<file path="src/core/acr_pkg.sv">
/*
  acr_pkg: constants, register offsets and field layout of the converter
  control and result block.
  assumes: single 25 MHz clock, plain register port with 8-bit data.
*/
package acr_pkg;

  // --------------------------------------------------------------
  // register port geometry
  // --------------------------------------------------------------
  localparam int ADDR_W = 4;
  localparam int DATA_W = 8;
  localparam int RES_W  = 10;

  // --------------------------------------------------------------
  // register offsets
  // --------------------------------------------------------------
  localparam logic [ADDR_W-1:0] OFF_RES_LOW  = 4'h0;  // result_low_byte
  localparam logic [ADDR_W-1:0] OFF_RES_HIGH = 4'h1;  // result_high_byte
  localparam logic [ADDR_W-1:0] OFF_CSR_A    = 4'h2;  // control_status_a_register
  localparam logic [ADDR_W-1:0] OFF_CSR_B    = 4'h3;  // control_status_b_register
  localparam logic [ADDR_W-1:0] OFF_MUX_SEL  = 4'h4;  // multiplexer_select_register
  localparam logic [ADDR_W-1:0] OFF_PWR_SAVE = 4'h5;  // power_saving_register_zero

  // --------------------------------------------------------------
  // field positions
  // --------------------------------------------------------------
  localparam int CSRA_EN_BIT    = 7;  // converter_enable_bit
  localparam int CSRA_START_BIT = 6;  // start_conversion_bit
  localparam int CSRA_DONE_BIT  = 4;  // conversion_done_flag
  localparam int CSRB_CH5_BIT   = 3;  // channel select bit 5
  localparam int MUX_REF_HI     = 7;  // reference_select_bits
  localparam int MUX_REF_LO     = 6;
  localparam int MUX_LADJ_BIT   = 5;  // left_adjust_bit
  localparam int MUX_CH_HI      = 4;  // channel select bits 4:0
  localparam int PWR_OFF_BIT    = 0;  // converter_power_off_bit

  // --------------------------------------------------------------
  // reset values and masks
  // --------------------------------------------------------------
  localparam logic [DATA_W-1:0] RST_BYTE     = 8'h00;
  localparam logic [DATA_W-1:0] CSRB_WR_MASK = 8'h08;
  localparam logic [DATA_W-1:0] PWR_RST      = 8'h01;  // converter starts powered off

  // --------------------------------------------------------------
  // reference and gain codes
  // --------------------------------------------------------------
  localparam logic [1:0] REF_PIN    = 2'h0;  // reference_pin
  localparam logic [1:0] REF_SUPPLY = 2'h1;  // analog_supply_pin
  localparam logic [1:0] REF_1V1    = 2'h2;
  localparam logic [1:0] REF_2V56   = 2'h3;
  localparam logic [1:0] GAIN_1X    = 2'h0;
  localparam logic [1:0] GAIN_10X   = 2'h1;
  localparam logic [1:0] GAIN_200X  = 2'h2;

  // --------------------------------------------------------------
  // timing in converter clock cycles
  // --------------------------------------------------------------
  localparam int CLK_MHZ       = 25;
  localparam int CONV_CLK_KHZ  = 200;
  localparam int CONV_DIV      = (CLK_MHZ * 1000) / CONV_CLK_KHZ;
  localparam int NORMAL_CYCLES = 13;
  localparam int FIRST_CYCLES  = 25;
  localparam int CNT_W         = 5;

  // conversion sequencer states
  typedef enum logic [1:0] {acr_idle, acr_wait_edge, acr_convert} acr_state_t;

endpackage

</file>
<file path="src/core/acr_top.sv">
/*
  acr_top: converter control and result access. Register port, power
  gating, reference and channel routing, gain, justification and the
  protected two-byte result read.
  assumes: comparator and analog mux outside; cmp_level is asynchronous.
*/
// Overview of operation
// - power-off bit holds converter inoperative
// - result is a 10-bit unsigned code
// - reference select picks pin, supply, internal sources
// - channel field split across two registers
// - sixteen single-ended inputs measured against ground
// - four pairs offer 1x, 10x, 200x gain
// - each of the two groups shares one negative terminal of its own
// - differential uses amplifier, single-ended bypasses it
// - selections take effect only once enabled
// - result placed right or left justified
// - low read blocks result updates
// - high read lifts the block
// - start bit reads one while converting
// - completion writes result and sets done
// - done flag sets even when result discarded
// - thirteen cycles, first after enable twenty-five
`timescale 1ns/1ns
module acr_top
  import acr_pkg::*;
(
  // clock, reset, enable
  input  wire logic              core_clk,
  input  wire logic              reset,
  input  wire logic              clk_en,
  // register port
  input  wire logic [ADDR_W-1:0] reg_addr,
  input  wire logic [DATA_W-1:0] reg_wdata,
  input  wire logic              reg_wr,
  input  wire logic              reg_rd,
  output logic      [DATA_W-1:0] reg_rdata,
  // analog front end
  input  wire logic              cmp_level,
  output logic      [RES_W-1:0]  dac_code,
  output logic                   analog_on,
  output logic      [1:0]        ref_sel,
  output logic                   ref_to_pin,
  output logic      [4:0]        pos_input,
  output logic                   neg_is_gnd,
  output logic      [3:0]        neg_input,
  output logic                   amp_bypass,
  output logic      [1:0]        amp_gain,
  output logic                   sel_bandgap
);

  // --------------------------------------------------------------
  // registers
  // --------------------------------------------------------------
  logic [DATA_W-1:0] csra_q;       // enable, start, done
  logic [DATA_W-1:0] csrb_q;       // channel bit 5
  logic [DATA_W-1:0] mux_q;        // reference, adjust, channel
  logic [DATA_W-1:0] pwr_q;        // power-off bit
  logic [RES_W-1:0]  res_q;        // stored result code
  logic              ladj_q;       // copy of left-adjust bit, one cycle late
  logic              block_q;      // result writes blocked
  logic              first_q;      // next conversion is the first
  logic [5:0]        ch_act_q;     // channel used by converter
  logic [1:0]        ref_act_q;    // reference used by converter
  logic [DATA_W-1:0] rdata_q;      // read data
  logic [7:0]        div_q;        // converter clock divider
  logic [2:0]        cmp_sync_q;   // comparator synchroniser
  logic              cmp_q;        // filtered comparator level
  acr_state_t        state_q;

  logic              tick;
  logic              sar_busy;
  logic              sar_done;
  logic [RES_W-1:0]  sar_code;
  logic              powered;
  logic              conv_en;
  logic              sar_go;
  logic              wr_csra;

  assign powered = !pwr_q[PWR_OFF_BIT];
  assign conv_en = powered && csra_q[CSRA_EN_BIT];
  assign wr_csra = reg_wr && reg_addr == OFF_CSR_A;
  assign sar_go  = state_q == acr_wait_edge && tick;

  // --------------------------------------------------------------
  // justification helpers
  // --------------------------------------------------------------
  // byte placement
  function automatic logic [DATA_W-1:0] low_byte(input logic [RES_W-1:0] c, input logic l);
    low_byte = l ? {c[1:0], 6'h00} : c[7:0];
  endfunction

  function automatic logic [DATA_W-1:0] high_byte(input logic [RES_W-1:0] c, input logic l);
    high_byte = l ? c[9:2] : {6'h00, c[9:8]};
  endfunction

  // --------------------------------------------------------------
  // converter clock divider, held in reset while disabled
  // --------------------------------------------------------------
  always_ff @(posedge core_clk) begin
    if (reset || !conv_en) begin
      div_q <= '0;
    end else if (clk_en) begin
      div_q <= (div_q == 8'(CONV_DIV - 1)) ? 8'h00 : div_q + 8'h01;
    end
  end
  assign tick = conv_en && div_q == 8'(CONV_DIV - 1);

  // comparator input: three stages, change taken when last two agree
  always_ff @(posedge core_clk) begin
    if (reset) begin
      cmp_sync_q <= '0;
      cmp_q      <= 1'b0;
    end else if (clk_en) begin
      cmp_sync_q <= {cmp_sync_q[1:0], cmp_level};
      if (cmp_sync_q[2] == cmp_sync_q[1]) begin
        cmp_q <= cmp_sync_q[2];
      end
    end
  end

  // --------------------------------------------------------------
  // software registers
  // --------------------------------------------------------------
  // control writes; done flag is set by hardware, cleared by writing one
  always_ff @(posedge core_clk) begin
    if (reset) begin
      csra_q <= RST_BYTE;
      csrb_q <= RST_BYTE;
      mux_q  <= RST_BYTE;
      pwr_q  <= PWR_RST;
    end else if (clk_en) begin
      if (wr_csra) begin
        csra_q[CSRA_EN_BIT] <= reg_wdata[CSRA_EN_BIT];
        csra_q[3:0]         <= reg_wdata[3:0];
        csra_q[5]           <= reg_wdata[5];
      end
      if (reg_wr && reg_addr == OFF_CSR_B) begin
        csrb_q <= reg_wdata & CSRB_WR_MASK;
      end
      if (reg_wr && reg_addr == OFF_MUX_SEL) begin
        mux_q <= reg_wdata;
      end
      if (reg_wr && reg_addr == OFF_PWR_SAVE) begin
        pwr_q <= reg_wdata;
      end
      if (!conv_en) begin
        csra_q[CSRA_START_BIT] <= 1'b0;
      end else if (sar_done) begin
        csra_q[CSRA_START_BIT] <= 1'b0;
      end else if (wr_csra && reg_wdata[CSRA_START_BIT]) begin
        csra_q[CSRA_START_BIT] <= 1'b1;
      end
      // done sets even if discarded; set wins over clear
      if (sar_done) begin
        csra_q[CSRA_DONE_BIT] <= 1'b1;
      end else if (wr_csra && reg_wdata[CSRA_DONE_BIT]) begin
        csra_q[CSRA_DONE_BIT] <= 1'b0;
      end
    end
  end

  // --------------------------------------------------------------
  // conversion sequencing
  // --------------------------------------------------------------
  // start waits for next converter clock edge; selections frozen in a run
  always_ff @(posedge core_clk) begin
    if (reset) begin
      state_q   <= acr_idle;
      first_q   <= 1'b1;
      ch_act_q  <= '0;
      ref_act_q <= REF_PIN;
    end else if (clk_en) begin
      if (!conv_en) begin
        state_q <= acr_idle;
        first_q <= 1'b1;
      end else begin
        // selections follow registers only outside a run
        if (state_q != acr_convert) begin
          ch_act_q  <= {csrb_q[CSRB_CH5_BIT], mux_q[MUX_CH_HI:0]};
          ref_act_q <= mux_q[MUX_REF_HI:MUX_REF_LO];
        end
        unique case (state_q)
          acr_idle: begin
            if (csra_q[CSRA_START_BIT]) begin
              state_q <= acr_wait_edge;
            end
          end
          acr_wait_edge: begin
            if (tick) begin
              // channel fixed per run from here on
              state_q <= acr_convert;
            end
          end
          acr_convert: begin
            if (sar_done) begin
              first_q <= 1'b0;
              state_q <= acr_idle;
            end
          end
        endcase
      end
    end
  end

  acr_sar u_sar (
    .core_clk (core_clk),
    .reset    (reset || !conv_en),
    .clk_en   (clk_en),
    .tick     (tick),
    .go       (sar_go),
    .first    (first_q),
    .cmp_high (cmp_q),
    .trial    (dac_code),
    .busy     (sar_busy),
    .done     (sar_done),
    .code     (sar_code)
  );

  // --------------------------------------------------------------
  // result store and read protection
  // --------------------------------------------------------------
  always_ff @(posedge core_clk) begin
    if (reset) begin
      res_q   <= '0;
      ladj_q  <= 1'b0;
      block_q <= 1'b0;
    end else if (clk_en) begin
      if (sar_done && !block_q) begin
        res_q <= sar_code;
      end
      ladj_q <= mux_q[MUX_LADJ_BIT];
      if (reg_rd && reg_addr == OFF_RES_LOW) begin
        block_q <= 1'b1;
      end else if (reg_rd && reg_addr == OFF_RES_HIGH) begin
        block_q <= 1'b0;
      end
    end
  end

  // read data, one cycle after the strobe; unmapped offsets read zero
  always_ff @(posedge core_clk) begin
    if (reset) begin
      rdata_q <= RST_BYTE;
    end else if (clk_en) begin
      rdata_q <= RST_BYTE;
      if (reg_rd) begin
        unique case (reg_addr)
          OFF_RES_LOW:  rdata_q <= low_byte(res_q, mux_q[MUX_LADJ_BIT]);
          OFF_RES_HIGH: rdata_q <= high_byte(res_q, mux_q[MUX_LADJ_BIT]);
          OFF_CSR_A:    rdata_q <= csra_q;
          OFF_CSR_B:    rdata_q <= csrb_q;
          OFF_MUX_SEL:  rdata_q <= mux_q;
          OFF_PWR_SAVE: rdata_q <= pwr_q;
          default:      rdata_q <= RST_BYTE;
        endcase
      end
    end
  end
  assign reg_rdata = rdata_q;

  // --------------------------------------------------------------
  // analog routing
  // --------------------------------------------------------------
  // routing decode from latched choice
  always_comb begin
    analog_on   = conv_en;
    ref_sel     = ref_act_q;
    ref_to_pin  = conv_en && ref_act_q != REF_PIN;
    pos_input   = {1'b0, ch_act_q[5], ch_act_q[2:0]};  // pin number 0..15
    neg_is_gnd  = 1'b1;
    neg_input   = 4'h0;
    amp_bypass  = 1'b1;
    amp_gain    = GAIN_1X;
    sel_bandgap = 1'b0;
    if (ch_act_q[4:0] < 5'h08) begin
      pos_input = {1'b0, ch_act_q[5], ch_act_q[2:0]};
    end else if (ch_act_q[4:0] < 5'h10) begin
      // gain pairs 0/1 and 2/3 of each group
      amp_bypass = 1'b0;
      neg_is_gnd = 1'b0;
      pos_input  = {1'b0, ch_act_q[5], 1'b0, ch_act_q[1], 1'b0};
      neg_input  = {ch_act_q[5], 1'b0, ch_act_q[1], 1'b1};
      amp_gain   = ch_act_q[2] ? GAIN_200X : (ch_act_q[0] ? GAIN_10X : GAIN_1X);
    end else if (ch_act_q[4:0] < 5'h18) begin
      // eight inputs against common negative of the group, no gain
      amp_bypass = 1'b0;
      neg_is_gnd = 1'b0;
      pos_input  = {1'b0, ch_act_q[5], ch_act_q[2:0]};
      neg_input  = {ch_act_q[5], 3'h1};
    end else if (ch_act_q[4:0] == 5'h1e) begin
      sel_bandgap = 1'b1;
    end else if (ch_act_q[4:0] == 5'h1f) begin
      pos_input = 5'h00;
    end
  end
endmodule

</file>
<file path="src/core/acr_sar.sv">
/*
  acr_sar: successive approximation sequencer; counts converter clock
  ticks, takes the comparator level each bit step and returns the code.
  assumes: comparator level is already synchronised to core_clk.
*/
`timescale 1ns/1ns
module acr_sar
  import acr_pkg::*;
(
  // clock and control
  input  wire logic             core_clk,
  input  wire logic             reset,
  input  wire logic             clk_en,
  input  wire logic             tick,
  input  wire logic             go,
  input  wire logic             first,
  // comparator side
  input  wire logic             cmp_high,
  output logic      [RES_W-1:0] trial,
  // result side
  output logic                  busy,
  output logic                  done,
  output logic      [RES_W-1:0] code
);

  logic [CNT_W-1:0] cnt_q;   // remaining converter cycles
  logic [RES_W-1:0] sar_q;   // approximation register
  logic [RES_W-1:0] bit_q;   // current trial bit
  logic             busy_q;
  logic             done_q;

  assign trial = sar_q | bit_q;
  assign busy  = busy_q;
  assign done  = done_q;
  assign code  = sar_q;

  // sequence: load length, then one bit decision per tick near the end
  always_ff @(posedge core_clk) begin
    if (reset) begin
      cnt_q  <= '0;
      sar_q  <= '0;
      bit_q  <= '0;
      busy_q <= 1'b0;
      done_q <= 1'b0;
    end else if (clk_en) begin
      done_q <= 1'b0;
      if (go && !busy_q) begin
        cnt_q  <= first ? CNT_W'(FIRST_CYCLES) : CNT_W'(NORMAL_CYCLES);
        sar_q  <= '0;
        bit_q  <= '0;
        busy_q <= 1'b1;
      end else if (busy_q && tick) begin
        cnt_q <= cnt_q - 1'b1;
        if (cnt_q == CNT_W'(RES_W + 1)) begin
          bit_q <= {1'b1, {(RES_W-1){1'b0}}};
        end else if (bit_q != '0) begin
          // keep the trial bit only when input stays above
          if (cmp_high) begin
            sar_q <= sar_q | bit_q;
          end
          bit_q <= bit_q >> 1;
        end
        if (cnt_q == CNT_W'(1)) begin
          busy_q <= 1'b0;
          done_q <= 1'b1;
        end
      end
    end
  end

endmodule

</file>
<file path="config.mk">
export PLATFORM = sky130hd
export DESIGN_NAME = acr_top
export DESIGN_NICKNAME = d
export VERILOG_FILES = /design/src/core/acr_pkg.sv /design/src/core/acr_top.sv /design/src/core/acr_sar.sv
export SDC_FILE = /design/constraint.sdc
export NUM_CORES = 1
export LEC_CHECK = 0
export BUFFER_PORTS_ARGS = -buffer_cell sky130_fd_sc_hd__buf_2
export CAP_MARGIN = 30
export CELL_PAD_IN_SITES_DETAIL_PLACEMENT = 1
export CELL_PAD_IN_SITES_GLOBAL_PLACEMENT = 2
export CORE_MARGIN = 2
export CORE_UTILIZATION = 38
export DETAILED_ROUTE_END_ITERATION = 7
export PLACE_DENSITY = 0.92
export SKIP_CTS_REPAIR_TIMING = 1
export SLEW_MARGIN = 20
export SYNTH_ARGS = -nofsm -noshare
export SYNTH_HDL_FRONTEND = slang
export SYNTH_SLANG_ARGS = --single-unit
</file>
<file path="constraint.sdc">
create_clock -name core_clk -period 2.7 [get_ports core_clk]
set_clock_uncertainty 0.05 [all_clocks]
set_input_delay 0.54 -clock core_clk [delete_from_list [all_inputs] [get_ports core_clk]]
set_output_delay 0.54 -clock core_clk [all_outputs]
set_load 0.1 [all_outputs]
</file>
Word-level counts from Yosys, hierarchy flattened

Index checks and enable logic that the tools add are counted.

Bits in registers: 94
Input bits: 18
Output and inout port bits: 36

Add/sub/neg operators: 2
Reduce and logical (&&, ||, !) cells: 47
Equal/unequal tests: 21
Muxes and demuxes: 57
Bitwise operators: 1
$lt $le $gt $ge: 3

Operator list:

| kind                                                             | count |
|---|---|
| 10-bit 2-to-1 mux                                                | 9 |
| 8-bit one-hot mux with 6 select lines                            | 1 |
| 4-bit 2-to-1 mux                                                 | 8 |
| 8-bit 2-to-1 mux                                                 | 4 |
| 1-bit 2-to-1 mux                                                 | 24 |
| 2-bit AND reduction                                              | 10 |
| 1-bit logical AND                                                | 15 |
| 5-bit 2-to-1 mux                                                 | 3 |
| 2-bit 2-to-1 mux                                                 | 7 |
| 2-bit nonzero test                                               | 7 |
| 3-bit AND reduction                                              | 4 |
| 5-bit == test (second input constant)                            | 2 |
| 5-bit less-than comparator (second input constant)               | 2 |
| 10-bit OR                                                        | 1 |
| 10-bit nonzero test                                              | 1 |
| 8-bit by 1-bit adder with 8-bit output (second input constant)   | 1 |
| 4-bit by 2-bit == test with 1-bit output (second input constant) | 2 |
| 4-bit by 3-bit == test with 1-bit output (second input constant) | 2 |
| 8-bit by 7-bit == test with 1-bit output (second input constant) | 1 |
| 2-bit by 1-bit != test with 1-bit output (second input constant) | 3 |
| 3-bit != test (second input constant)                            | 2 |
| 2-bit one-hot mux with 3 select lines                            | 1 |
| 5-bit by 1-bit == test with 1-bit output (second input constant) | 1 |
| 5-bit by 4-bit == test with 1-bit output (second input constant) | 1 |
| 16 further kinds                                                 | 19 |

Depth between registers and ports, before layout

Depth in word-level cells: 7
Gate-level depth with buffers: 7
Mapped depth without buffers: 6

By module

Synthesis repeated with hierarchy kept, for this count alone.

Cells, all modules: 495
Area, all modules: 4478.0 um^2

Modules (own cells, without submodules):

| module  | cells each | area an instance (um^2) | seq. area each (um^2) | instances |
|---|---|---|---|---|
| acr_top | 359        | 3259.4                  | 1341.3                | 1 |
| acr_sar | 136        | 1218.7                  | 540.5                 | 1 |

Least setup slack after synthesis

OpenSTA, ideal clock, no wires.

Path type: register -> output
Start point: register ch_act_q[4]
End point: output port amp_gain[0]
Required time: 2.110 ns
Path buffers: 0
Setup slack: -0.988 ns
Arrival time: 3.098 ns
Stages on the path, launching flop included: 5
Path through: dfxtp_1 > inv_1 > ha_1 > or2_2 > nor3b_1

Cells in the longest elaborated chain, start to end: 3
Elaborated cells between the ends (all ways): 4
Those cells by class: order compare (2); mux (2)

RTL lines:

| what                       | RTL line       | source |
|---|---|---|
| start, declared            | acr_top.sv:63  | `logic [5:0] ch_act_q;` |
| start signal, assigned     | acr_top.sv:180 | `ch_act_q <= {csrb_q[CSRB_CH5_BIT], mux_q[MUX_CH_HI:0]};` |
| 5-bit less-than comparator | acr_top.sv:278 | `end else if (ch_act_q[4:0] < 5'h10) begin` |
| 2-bit 2-to-1 mux           | acr_top.sv:278 |  |
| 2-bit 2-to-1 mux *         | acr_top.sv:276 | `if (ch_act_q[4:0] < 5'h08) begin` |
| end, declared              | acr_top.sv:48  | `output logic [1:0] amp_gain,` |

Mark *: on every way between the ends. The rest lies on a longest branch, timed or not.

Final worst setup path

Ends and elaborated chain as after synthesis.

==> flow_metrics.env <==
export IMPL_final_cell_mix="dfxtp_1 (94), nor2_1 (62), nand2_1 (56)"
export IMPL_switching_share=0.219
export IMPL_port_buffers=51
export IMPL_synth_area_um2=4360
export IMPL_cts_tree="built"
export IMPL_timing_final_crit_share=0.922
export IMPL_grt_overflow_total=0
export IMPL_drt_iter0_markers=201
export IMPL_drc_errors=0
export IMPL_dpl_cell_area_um2=4770
export IMPL_final_common_cell="dfxtp_1"
export IMPL_dieArea_um2=12300
export IMPL_placementRows=39
export IMPL_cts_root_buf="clkbuf_16"
export IMPL_grt_pass1_wl_um=19700
export IMPL_cp_slowest_stage_delay_ps=440
export IMPL_synth_edf_count=0
export IMPL_drive_above_1_share=0.188
export IMPL_ios=54
export IMPL_endpoint_kind="output port"
export IMPL_cts_sinks=94
export IMPL_synth_seq_cells=94
export IMPL_worst_slew_pin_slew_ps=810
export IMPL_peakVddDrop_mv=0.441
export IMPL_synth_area_leaders="dfxtp_1 (43%), mux2i_1 (7.1%), nor2_1 (5.5%)"
export IMPL_start_kind="flip-flop"
export IMPL_slew_headroom=0.458
export IMPL_cp_required_ps=2110
export IMPL_grt_busiest_layer="met2"
export IMPL_antenna_found_initial=0
export IMPL_layout_nets=570
export IMPL_die_h_um=111
export IMPL_yosys_area_top_type="dfxtp_1"
export IMPL_async_flop_share=0
export IMPL_slowest_stage="buf_2"
export IMPL_grt_use_total=0.196
export IMPL_tritoncts_num_buffers=9
export IMPL_pwr_share_seq=0.527
export IMPL_p_int_w=0.00206
export IMPL_core_area_um2=11300
export IMPL_synth_distinct_cells=60
export IMPL_hpwl_um=8690
export IMPL_ys_warn_count=0
export IMPL_period_minus_slack_ps=2490
export IMPL_hold_viol_final=0
export IMPL_crit_type="reg2out"
export IMPL_design_area_um2=5040
export IMPL_cp_max_fo=5
export IMPL_crit_chain="inv_1, ha_2, or2_2, nor3b_2, buf_2"
export IMPL_synth_ff_type="dfxtp_1"
export IMPL_gp_routability_congestion=0.825
export IMPL_setup_viol=0
export IMPL_cts_path_max_buffers=2
export IMPL_viasPerCell=5.35
export IMPL_fillers=1340
export IMPL_power_w=0.00264
export IMPL_grt_util_met3=0.0481
export IMPL_fin_tns_setup_ps=0
export IMPL_start_util=0.385
export IMPL_cts_reportedPaths_clkPinSlew_ps=60
export IMPL_status="finished, final reports clean"
export IMPL_syn2layout_area_growth_pct=15.7
export IMPL_switchingPower_w=0.000580
export IMPL_dr_total_vias=3694
export IMPL_p_clk_frac=0.435
export IMPL_rsz0062_at_grt="no"
export IMPL_maxSlewViolCount=0
export IMPL_h_tree_depth=3
export IMPL_hold_ws_ps=404
export IMPL_ant_nets=0
export IMPL_grt_pass1_vias=3900
export IMPL_die_x_um=111
export IMPL_arrival_ps=1900
export IMPL_maxCapViolCount=0
export IMPL_gr_usage_met2=0.342
export IMPL_clk_latency_ps=330
export IMPL_yosysTopAreaCellShare=0.432
export IMPL_grt_max_degree=37
export IMPL_fmax_ghz=0.402
export IMPL_syn_inst=496
export IMPL_power_leakage_nw=1.90
export IMPL_post_drt_wl_per_cell_um=17.1
export IMPL_dr_pass1_iters=4
export IMPL_yosysSeqAreaShare=0.432
export IMPL_p_per_area_nw_per_um2=524
export IMPL_totalWireLength_um=11800
export IMPL_grt_met1_usage=0.242
export IMPL_hp_class="in2reg"
export IMPL_avgSynthCellArea_um2=8.79
export IMPL_insertedDiodeCount=0
export IMPL_p_comb_frac=0.037
## logic make-up after synthesis
group,Yosys count,share of synthesized area
muxes,41,0.0970
other,1,0.000860
xor gates and xnor gates,7,0.0141
and+or+nand+nor,202,0.239
buffers and inverters,41,0.0399
DFF,94,0.432
adders and majority gates,10,0.0287
AOI/OAI and AO/OA,100,0.149
## sequential cells by signal, indices dropped and copies added (netlist names), 3 cells and up
register / flops
u_sar.cnt_q: 5
csra_q: 8
mux_q: 8
ch_act_q: 6
pwr_q: 8
res_q: 10
div_q: 8
u_sar.code: 10
cmp_sync_q: 3
u_sar.bit_q: 10
reg_rdata: 8
## per-layer routing
layer,vias to the layer above,part of all wire
li1,1841,-
met1,1798,0.45
met2,47,0.51
met3,8,0.032
met4,0,0.011
met5,-,0
## layout make-up
class                      count  area (um^2)  area share
clock buffer                  12          246      0.0489
clock inverter                 4         22.5     0.00447
inverter                      16         63.8      0.0127
multi-input combinational    362         2330       0.462
sequential                    94         1880       0.373
tap                          143          179      0.0355
timing repair buffer          59          318      0.0630
## worst max-delay path, delay by kind of cell, from the launching register on
family | cells | cell delay, ps
flip-flops | 1 | 390
adder cells (fa/ha/maj) | 1 | 180
buffers and inverters | 2 | 500
AND/OR/NAND/NOR | 2 | 480
## stage by stage
| stage | worst slack [ps] | utilization | cells |
|---|---|---|---|
| finish | 210 | 0.445 | 690 |
| global route | 98.8 | 0.445 | 690 |
| global placement | 464 | 0.421 | 674 |
| CTS | 70.8 | 0.445 | 690 |
| detailed placement | 404 | 0.421 | 674 |
| floorplan | -27.4 | - | 497 |
## path summary, 6_finish.rpt
kind           startpoint  slack (ps)       endpoint  cells past startpoint
max reg2reg     csra_q[7]         560  u_sar.code[9]                      4
min             cmp_level         400  cmp_sync_q[0]                      3
max           ch_act_q[4]         210    amp_gain[0]                      5
min reg2reg  reg_rdata[1]         400   reg_rdata[1]                      2
## cells in the mapped netlist (all sizes together) (4+ instances only)
cell and number:
and3 8, nand4 6, dfxtp 94, and2 4, nand3 12, mux2i 31, nand2 56, buf 11
mux2 10, a221o 7, nor2b 5, a31oi 12, nor3b 4, a22oi 4, nor2 64, clkbuf 14
xor2 4, inv 16, a21oi 35, o2bb2ai 6, o21ai 17, nor3 7, or2 13, ha 10
## power groups by stage
| stage | sequential (W) | clock, W | combinational (W) |
|---|---|---|---|
| finish | 0.00139 | 0.00115 | 0.0000987 |
| global route | 0.00139 | 0.00124 | 0.000107 |
| CTS | 0.00139 | 0.00119 | 0.0000988 |
| detailed placement | 0.00143 | 0 | 0.0000981 |
| global placement | 0.00143 | 0 | 0.0000966 |
| floorplan | 0.00142 | 0 | 0.0000630 |
No activity file was read; power rests on OpenSTA's default activity.
